==> config.mk <==
export PLATFORM = sky130hd
export DESIGN_NAME = fault_status_limit_registers
export DESIGN_NICKNAME = d
export VERILOG_FILES = /design/src/hw/edge_sync.v /design/src/hw/fault_status_limit_registers.v
export VERILOG_INCLUDE_DIRS = /design/src /design/src/hw
export SDC_FILE = /design/constraint.sdc
export NUM_CORES = 1
export LEC_CHECK = 0
export BUFFER_PORTS_ARGS = -buffer_cell sky130_fd_sc_hd__buf_4
export CELL_PAD_IN_SITES_DETAIL_PLACEMENT = 1
export CELL_PAD_IN_SITES_GLOBAL_PLACEMENT = 1
export CORE_AREA = 4 4 135 85
export CTS_CLUSTER_DIAMETER = 150
export DETAILED_ROUTE_END_ITERATION = 16
export DIE_AREA = 0 0 139 89
export PLACE_DENSITY_LB_ADDON = 0.1
export SLEW_MARGIN = 20
export SYNTH_ARGS = -nofsm -noshare
export SYNTH_HDL_FRONTEND = slang
export SYNTH_HIERARCHICAL = 1
export SYNTH_SLANG_ARGS = --single-unit
==> constraint.sdc <==
create_clock -name CLK_SYS_IN -period 3.4 [get_ports CLK_SYS_IN]
set_clock_uncertainty 0.2 [all_clocks]
set_input_delay 1.02 -clock CLK_SYS_IN [delete_from_list [all_inputs] [get_ports CLK_SYS_IN]]
set_output_delay 1.02 -clock CLK_SYS_IN [all_outputs]
set_load 0.05 [all_outputs]
==> src/hw/fault_limit_consts.vh <==
// Constants for the fault, status and limit register bank.
// Assumes a byte-wide register port driven by a serial protocol engine elsewhere.
`ifndef FAULT_LIMIT_CONSTS_VH
`define FAULT_LIMIT_CONSTS_VH

`define ADDR_OC_WARN_LIMIT   8'h20
`define ADDR_SUMMARY_STATUS  8'h21
`define ADDR_FAULT_MASK      8'h22
`define ADDR_FAULT_STATUS    8'h23
`define ADDR_WARNING_STATUS  8'h24
`define ADDR_CURRENT_READING 8'h26
`define ADDR_LOCK_CONTROL    8'h2a
`define ADDR_RAMP_STRAP      8'h2b
`define ADDR_OC_STRAP        8'h2d
`define ADDR_OC_OVERRIDE     8'h2e
`define ADDR_SECOND_FUNC_A   8'h46
`define ADDR_SECOND_FUNC_B   8'h47

`define RST_OC_WARN_LIMIT    8'hff
`define RST_ZERO             8'h00

`define SUM_OV_BIT           5
`define SUM_OC_BIT           4
`define FLT_TOTAL_A_BIT      4
`define FLT_TOTAL_B_BIT      3
`define FLT_PHASE_BIT        2
`define FLT_OV_BIT           1
`define FLT_UV_BIT           0
`define WARN_OC_BIT          0
`define LOCK_BIT             0
`define SF_OC_OVERRIDE_BIT   0

`define FAULT_FIELD_W        5
`define RAMP_FIELD_W         4
`define OC_FIELD_W           4
`define OC_THRESH_HI         3
`define OC_THRESH_LO         2
`define OC_DELAY_HI          1
`define OC_DELAY_LO          0

`endif

==> src/hw/edge_sync.v <==
// Two-flop synchroniser with a rising-edge pulse on the synchronised level.
// Assumes the input is asynchronous to clk_in.
`timescale 1ns/1ns
module edge_sync (
  input  wire clk_in,   // System clock
  input  wire rst_in,   // Synchronous reset, active high
  input  wire async_in, // Raw level from a pin
  output wire level_out,// Synchronised level
  output wire rise_out  // One-cycle pulse on rising edge
);
  reg meta_q;
  reg sync_q;
  reg prev_q;

  always @(posedge clk_in) begin
    if (rst_in) begin
      meta_q <= 1'b0;
      sync_q <= 1'b0;
      prev_q <= 1'b0;
    end else begin
      meta_q <= async_in;
      sync_q <= meta_q;
      prev_q <= sync_q;
    end
  end

  assign level_out = sync_q;
  assign rise_out  = sync_q & ~prev_q;
endmodule // edge_sync

==> src/hw/fault_status_limit_registers.v <==
// Telemetry, fault and configuration register bank of a multiphase controller.
// Assumes a protocol engine presents complete byte-register writes and reads
// on a simple strobe port, and analog monitors deliver event levels as pins.
`timescale 1ns/1ns
`include "fault_limit_consts.vh"
module fault_status_limit_registers (
  input  wire       CLK_SYS_IN,        // 50 MHz system clock
  input  wire       RST_IN,            // Synchronous reset, active high
  input  wire       PWR_ON_RST_IN,     // Power-up reset, only this clears the lock
  input  wire       REG_WR_IN,         // Register write strobe
  input  wire       REG_RD_IN,         // Register read strobe
  input  wire [7:0] REG_ADDR_IN,       // Register address
  input  wire [7:0] REG_WDATA_IN,      // Write data
  output reg  [7:0] REG_RDATA_OUT,     // Read data, valid cycle after read
  output wire       REG_ACK_OUT,       // Access accepted, one cycle
  input  wire       ENABLE_IN,         // Enable pin
  input  wire [7:0] CURRENT_CODE_IN,   // Current monitor conversion result
  input  wire       TOTAL_LIMIT_A_IN,  // Total current limit one exceeded
  input  wire       TOTAL_LIMIT_B_IN,  // Total current limit two exceeded
  input  wire       PHASE_LIMIT_IN,    // Phase sense difference over threshold
  input  wire       OV_EVENT_IN,       // Overvoltage protection entered
  input  wire       UV_EVENT_IN,       // Undervoltage event detected
  input  wire       OC_LATCHOFF_IN,    // Overcurrent latch-off occurred
  input  wire [3:0] RAMP_STRAP_IN,     // Ramp strap resistor decode
  input  wire [3:0] OC_STRAP_IN,       // Overcurrent strap resistor decode
  output reg        ALERT_OUT,         // Alert, high while warning is set
  output reg  [1:0] OC_THRESHOLD_OUT,  // Active per-phase threshold code
  output reg  [1:0] OC_DELAY_OUT,      // Active latch-off delay code
  output reg  [3:0] RAMP_CODE_OUT      // Active ramp code
);
  // Pin synchronisers
  wire       en_level;
  wire       en_rise;
  reg  [7:0] cur_meta_q;
  reg  [7:0] cur_q;
  reg  [5:0] ev_meta_q;
  reg  [5:0] ev_q;
  reg  [7:0] strap_meta_q;
  reg  [7:0] strap_q;

  edge_sync u_en_sync (
    .clk_in    (CLK_SYS_IN),
    .rst_in    (RST_IN),
    .async_in  (ENABLE_IN),
    .level_out (en_level),
    .rise_out  (en_rise)
  );

  // Multi-bit code assumed stable between conversions
  always @(posedge CLK_SYS_IN) begin
    if (RST_IN) begin
      cur_meta_q   <= `RST_ZERO;
      cur_q        <= `RST_ZERO;
      ev_meta_q    <= 6'h00;
      ev_q         <= 6'h00;
      strap_meta_q <= `RST_ZERO;
      strap_q      <= `RST_ZERO;
    end else begin
      cur_meta_q   <= CURRENT_CODE_IN;
      cur_q        <= cur_meta_q;
      ev_meta_q    <= {OC_LATCHOFF_IN, OV_EVENT_IN, TOTAL_LIMIT_A_IN,
                       TOTAL_LIMIT_B_IN, PHASE_LIMIT_IN, UV_EVENT_IN};
      ev_q         <= ev_meta_q;
      strap_meta_q <= {RAMP_STRAP_IN, OC_STRAP_IN};
      strap_q      <= strap_meta_q;
    end
  end

  wire ev_uv      = ev_q[0];
  wire ev_phase   = ev_q[1];
  wire ev_total_b = ev_q[2];
  wire ev_total_a = ev_q[3];
  wire ev_ov      = ev_q[4];
  wire ev_latch   = ev_q[5];

  // Registers
  reg  [7:0] warn_limit_q;
  reg  [7:0] fault_mask_q;
  reg  [7:0] fault_status_q;
  reg  [7:0] summary_q;
  reg        warn_flag_q;
  reg  [7:0] reading_q;
  reg        lock_q;
  reg  [3:0] ramp_strap_q;
  reg  [3:0] oc_strap_q;
  reg  [3:0] oc_override_q;
  reg  [7:0] second_a_q;
  reg  [7:0] second_b_q;
  reg        ack_q;

  wire wr_limit  = REG_WR_IN && (REG_ADDR_IN == `ADDR_OC_WARN_LIMIT);
  wire wr_mask   = REG_WR_IN && (REG_ADDR_IN == `ADDR_FAULT_MASK);
  wire wr_lock   = REG_WR_IN && (REG_ADDR_IN == `ADDR_LOCK_CONTROL);
  wire wr_ovr    = REG_WR_IN && (REG_ADDR_IN == `ADDR_OC_OVERRIDE);
  wire wr_sfa    = REG_WR_IN && (REG_ADDR_IN == `ADDR_SECOND_FUNC_A);
  wire wr_sfb    = REG_WR_IN && (REG_ADDR_IN == `ADDR_SECOND_FUNC_B);

  // Lock is not cleared by the ordinary reset, only by power-up
  always @(posedge CLK_SYS_IN) begin
    if (PWR_ON_RST_IN) begin
      lock_q <= 1'b0;
    end else if (wr_lock && REG_WDATA_IN[`LOCK_BIT]) begin
      lock_q <= 1'b1;
    end
  end

  // Lockable registers: limit, mask, override and function latches
  always @(posedge CLK_SYS_IN) begin
    if (RST_IN) begin
      warn_limit_q  <= `RST_OC_WARN_LIMIT;
      fault_mask_q  <= `RST_ZERO;
      oc_override_q <= 4'h0;
      second_a_q    <= `RST_ZERO;
      second_b_q    <= `RST_ZERO;
    end else begin
      if (!lock_q) begin
        if (wr_limit)
          warn_limit_q <= REG_WDATA_IN;
        if (wr_mask)
          fault_mask_q <= {3'h0, REG_WDATA_IN[`FAULT_FIELD_W-1:0]};
        if (wr_ovr)
          oc_override_q <= REG_WDATA_IN[`OC_FIELD_W-1:0];
        if (wr_sfa)
          second_a_q <= REG_WDATA_IN;
        if (wr_sfb)
          second_b_q <= REG_WDATA_IN;
      end
    end
  end

  // Current reading and status
  wire warn_hit = (reading_q > warn_limit_q);
  wire [`FAULT_FIELD_W-1:0] fault_ev = {ev_total_a, ev_total_b, ev_phase, ev_ov, ev_uv};

  always @(posedge CLK_SYS_IN) begin
    if (RST_IN) begin
      reading_q      <= `RST_ZERO;
      warn_flag_q    <= 1'b0;
      fault_status_q <= `RST_ZERO;
      summary_q      <= `RST_ZERO;
      ALERT_OUT      <= 1'b0;
    end else begin
      // Full-scale code 0xff at 2 V
      reading_q <= cur_q;
      // Only an enable rise clears it; set wins
      if (warn_hit)
        warn_flag_q <= 1'b1;
      else if (en_rise)
        warn_flag_q <= 1'b0;
      ALERT_OUT <= warn_hit | (warn_flag_q & ~en_rise);
      // Mask write clears; event in same cycle wins
      fault_status_q[`FAULT_FIELD_W-1:0] <=
        (fault_status_q[`FAULT_FIELD_W-1:0] &
         ~(wr_mask && !lock_q ? REG_WDATA_IN[`FAULT_FIELD_W-1:0] : 5'h00)) |
        (fault_ev & fault_mask_q[`FAULT_FIELD_W-1:0]);
      if (ev_ov)
        summary_q[`SUM_OV_BIT] <= 1'b1;
      if (ev_latch)
        summary_q[`SUM_OC_BIT] <= 1'b1;
    end
  end

  // Strap capture on each enable rise
  always @(posedge CLK_SYS_IN) begin
    if (RST_IN) begin
      ramp_strap_q <= 4'h0;
      oc_strap_q   <= 4'h0;
    end else if (en_rise) begin
      ramp_strap_q <= strap_q[7:4];
      oc_strap_q   <= strap_q[3:0];
    end
  end

  wire override_on = second_a_q[`SF_OC_OVERRIDE_BIT] & second_b_q[`SF_OC_OVERRIDE_BIT];
  wire [3:0] oc_active = override_on ? oc_override_q : oc_strap_q;

  always @(posedge CLK_SYS_IN) begin
    if (RST_IN) begin
      OC_THRESHOLD_OUT <= 2'h0;
      OC_DELAY_OUT     <= 2'h0;
      RAMP_CODE_OUT    <= 4'h0;
    end else begin
      OC_THRESHOLD_OUT <= oc_active[`OC_THRESH_HI:`OC_THRESH_LO];
      OC_DELAY_OUT     <= oc_active[`OC_DELAY_HI:`OC_DELAY_LO];
      RAMP_CODE_OUT    <= ramp_strap_q;
    end
  end

  // Read port; unmapped addresses read zero
  always @(posedge CLK_SYS_IN) begin
    if (RST_IN) begin
      REG_RDATA_OUT <= `RST_ZERO;
      ack_q         <= 1'b0;
    end else begin
      ack_q <= REG_WR_IN | REG_RD_IN;
      if (REG_RD_IN) begin
        if (REG_ADDR_IN == `ADDR_OC_WARN_LIMIT)
          REG_RDATA_OUT <= warn_limit_q;
        else if (REG_ADDR_IN == `ADDR_SUMMARY_STATUS)
          REG_RDATA_OUT <= summary_q;
        else if (REG_ADDR_IN == `ADDR_FAULT_MASK)
          REG_RDATA_OUT <= fault_mask_q;
        else if (REG_ADDR_IN == `ADDR_FAULT_STATUS)
          REG_RDATA_OUT <= fault_status_q;
        else if (REG_ADDR_IN == `ADDR_WARNING_STATUS)
          REG_RDATA_OUT <= {7'h00, warn_flag_q};
        else if (REG_ADDR_IN == `ADDR_CURRENT_READING)
          REG_RDATA_OUT <= reading_q;
        else if (REG_ADDR_IN == `ADDR_LOCK_CONTROL)
          REG_RDATA_OUT <= {7'h00, lock_q};
        else if (REG_ADDR_IN == `ADDR_RAMP_STRAP)
          REG_RDATA_OUT <= {4'h0, ramp_strap_q};
        else if (REG_ADDR_IN == `ADDR_OC_STRAP)
          REG_RDATA_OUT <= {4'h0, oc_strap_q};
        else if (REG_ADDR_IN == `ADDR_OC_OVERRIDE)
          REG_RDATA_OUT <= {4'h0, oc_override_q};
        else if (REG_ADDR_IN == `ADDR_SECOND_FUNC_A)
          REG_RDATA_OUT <= second_a_q;
        else if (REG_ADDR_IN == `ADDR_SECOND_FUNC_B)
          REG_RDATA_OUT <= second_b_q;
        else
          REG_RDATA_OUT <= `RST_ZERO;
      end
    end
  end

  assign REG_ACK_OUT = ack_q;

  wire unused_en = en_level;
endmodule // fault_status_limit_registers

==> impl_summary.txt <==
----------------------------------------------------
[Synth]
  Proportion of synthesized chip area in sequential cells ... 51.7%
  Most common cell in the netlist ... sky130_fd_sc_hd__dfxtp_1
  Dominant register cell in the synthesized netlist ... sky130_fd_sc_hd__dfxtp_1
  Yosys cell types ... 50
  Gate count of the mapped netlist ... 498
  Post-Syn Nets ... 550
  Netlist area before placement ... 0.00476 mm^2
  Async SR Flop Fraction ... 0%
  Leading area contributor after synthesis ... sky130_fd_sc_hd__dfxtp_1
  Area fraction of the dominant cell type after synthesis ... 51.7%
  Avg Inst Size Synth ... 9.56 um^2
  Warning count from the yosys run ... 6
  Count of flip-flops with a built-in enable after synthesis ... 0
  Cell types with the highest counts after synthesis ... sky130_fd_sc_hd__dfxtp_1 (123), sky130_fd_sc_hd__nor2b_1 (69), sky130_fd_sc_hd__nand2_1 (44)
  Seq cells post-synth ... roughly 120
  Leading post-synthesis cells by cell area ... sky130_fd_sc_hd__dfxtp_1 (52%), sky130_fd_sc_hd__nor2b_1 (9.1%), sky130_fd_sc_hd__mux2i_1 (5.5%), sky130_fd_sc_hd__nand2_1 (3.5%), sky130_fd_sc_hd__nor2_1 (3.3%)

[Pwr]
  Proportion of power drawn by combinational gates ... 6.1%
  Sw Pwr ... 0.762 mW
  Design internal power ... 2.65 mW
  Clock group share of total power ... 50.1%
  Power per cell area ... 580 mW/mm^2
  Total leakage power ... around 2.5 nW
  Worst voltage drop across the vdd grid ... 0.000351 V
  PnR Total Power ... 3.41 mW
  Switching Share ... 22.3%
  Register share of total power ... a little over two fifths

[Global routing]
  Number of global-route vias before repair ... 4039
  Global-route wire length before repair ... 21.1 mm
  Maximum number of pins on one net before global-route repair ... 99
  Residual overflow from global routing ... 0
  Antenna violations before repair ... 0
  All-layer global routing usage ... a little over a fifth

[Placement]
  Post-DP HPWL ... 9.26 mm
  Placer Congestion ... 0.892
  Cell area reported after detailed placement ... 0.00533 mm^2
  PortBufs ... 61

[Detailed routing]
  DR WL/cell ... 18.8 um
  Number of remaining DRC errors ... 0
  Ratio of routed vias to standard cells ... 5.55
  DR iter-0 viols ... 332
  Number of routed nets with antenna violations ... 0
  Final routed wirelength across all metal layers ... between 10 and 15 mm
  Total via count after detailed routing ... 3923
  Detailed-routing iteration count for the pre-antenna-repair pass ... 5

[Worst setup path]
  Startpoint kind of the worst setup timing path ... input pin
  Origin of the critical flop-to-flop path ... u_en_sync/level_out$_SDFF_PP0_
  Endpoint kind of the worst setup timing path ... flop
  Arrival time of the worst setup path ... 2.67 ns
  Worst reg2reg path endpoint ... warn_flag_q$_SDFFE_PP0P_
  Worst-path fanout max ... 7
  Reg-to-reg setup timing slack ... 1.26 ns
  Setup crit end ... fault_mask_q[3]$_SDFFE_PP0P_
  WS Path Type ... input pin to flop
  Worst setup path startpoint ... REG_ADDR_IN[4]
  Logic depth of the worst register-to-register path ... 4
  Worst Path Required ... 3.48 ns

[Die]
  Total core area ... between 0.01 and 0.015 mm^2
  Number of placement rows ... 29
  Die Outline Area ... 0.0124 mm^2
  Height of the die ... 89 um
  I/O pin count ... 62
  Die extent in x ... 139 um
  Initial Utilization ... 46.2%

[Layout]
  Signed area change from the synthesized netlist to the final layout ... 23.5%
  Proportion of layout cells with a drive suffix above 1 ... 18.3%
  Design Area, Final ... between 0.005 and 0.006 mm^2
  Antenna fix cells ... 0
  Number of inserted filler cells in the final layout ... approximately 1200
  Post-layout nets ... just over 600

[CTS]
  Number of buffers inserted during clock tree synthesis ... 17
  TritonCTS clock tree ... done
  Library cell used as clock root buffer ... sky130_fd_sc_hd__clkbuf_16
  Number of buffers on the longest clock path ... 2
  Latest clock arrival within the worst-skew pair ... 0.41 ns
  CTS sink count ... 123
  Cts hold-fix bufs ... 0
  Post-CTS repair timing setup buffer count ... 0
  Number of gates given a new drive strength after cts ... 0
  H-tree level count ... 4
  Clock-pin slew on the worst setup and hold paths ... 0.06 ns

[Timing]
  Number of slew-limit violations in the final report ... 0
  Hold violation total from the final report ... 0
  Final cycle utilization of the critical path ... around 76%
  Unrepaired setup endpoints after global routing ... no
  Minimum clock period ... 2.59 ns
  Sum of negative setup slack ... 0 ns
  Highest clock rate ... 387 MHz
  Final setup fails ... 0
  Min Hold Slack ... 0.231 ns
  Slew of the pin with the lowest slew margin ... 0.702 ns
  Worst relative slew slack ... 53.0%

[Status]
  Outcome ... finished clean

[Flow run]
  Max-cap violations ... 0

[Hold path]
  Path category of the worst min-delay check ... flop to flop

----------------------------------------------------
-- cells in the final DEF, fill, tap and decap left out, drive strengths merged, types with 4 or more instances in the layout --
master,count
nand2,44
a21oi,31
nor3,6
nor2b,70
dfxtp,123
buf,66
a22oi,9
mux2i,26
clkinv,5
nand2b,4
o22ai,5
nand3,22
o21ai,12
o21bai,4
ha,8
nand3b,8
nor2,42
a31oi,5
inv,10
clkbuf,22
-- layout make-up --
cell class | count | area, um^2 | share of cell area, %
repair buffers | 66 | 508 | 8.64
multi-input cells | 339 | 2150 | 36.5
inverters | 10 | 37.5 | 0.638
clock inverters | 8 | 96.3 | 1.64
well taps | 139 | 174 | 2.96
clock buffers | 22 | 454 | 7.73
flip-flops and latches | 123 | 2460 | 41.9
-- state kept, by name, summed over array words and instances, names as in the netlist, 4 cells and up --
register / flops
RAMP_CODE_OUT: 4
REG_RDATA_OUT: 8
cur_meta_q: 8
cur_q: 8
ev_meta_q: 6
ev_q: 6
fault_mask_q: 5
fault_status_q: 5
oc_override_q: 4
oc_strap_q: 4
ramp_strap_q: 4
reading_q: 8
second_a_q: 8
second_b_q: 8
strap_meta_q: 8
strap_q: 8
warn_limit_q: 8
-- worst min path at each step --
stage | start | to | slack, ns | cells past startpoint
CTS | cur_meta_q[1]$_SDFF_PP0_ | cur_q[1]$_SDFF_PP0_ | 0.24 | 1
global route | cur_meta_q[1]$_SDFF_PP0_ | cur_q[1]$_SDFF_PP0_ | 0.25 | 1
finish | cur_meta_q[1]$_SDFF_PP0_ | cur_q[1]$_SDFF_PP0_ | 0.23 | 1
floorplan | ev_q[5]$_SDFF_PP0_ | summary_q[4]$_SDFFE_PP0P_ | 0.21 | 2
global placement | u_en_sync/meta_q$_SDFF_PP0_ | u_en_sync/level_out$_SDFF_PP0_ | 0.22 | 1
detailed placement | strap_meta_q[0]$_SDFF_PP0_ | strap_q[0]$_SDFF_PP0_ | 0.23 | 1
-- logic make-up (layout without fill, tap and decap cells) --
kind of cell,after synthesis,in the layout,synth area share (%)
compound gates,94,94,13.0
buf+inv,36,106,3.18
mux,27,27,5.70
fa+ha+maj,8,8,2.10
simple gates,210,210,24.3
flops,123,123,51.7
-- through the flow --
step                      setup WS, ns  cells  util [%]
after CTS                        0.828    707      57.1
final                            0.814    707      57.1
after detailed placement         0.410    677      51.7
after global placement           0.467    677      51.7
after global routing             0.679    707      57.1
after floorplan                  0.777    498         -
-- worst max-delay path: stages --
cell,delay (ns)
sky130_fd_sc_hd__buf_4,0.14
sky130_fd_sc_hd__or4b_4,0.60
sky130_fd_sc_hd__nor3_2,0.38
sky130_fd_sc_hd__nand3_1,0.30
sky130_fd_sc_hd__nand2_1,0.14
sky130_fd_sc_hd__a21oi_1,0.08
-- per-layer routing --
layer  global-route usage [%]  vias to the layer above  routed length (um)
li1                         -                     1850                   -
met2                     34.6                      144                5850
met3                     6.20                       25                 956
met1                     29.3                     1904                6260
met4                     7.73                        0                 195
met5                        0                        -                   0
-- power groups by stage --
stage / clock [mW] / sequential, mW / combinational [mW]
floorplan: 0 / 1.54 / 0.102
global placement: 0 / 1.52 / 0.203
detailed placement: 0 / 1.52 / 0.207
CTS: 1.73 / 1.49 / 0.208
global route: 1.80 / 1.50 / 0.226
finish: 1.71 / 1.49 / 0.209
Power figures use the tool's default switching activity.
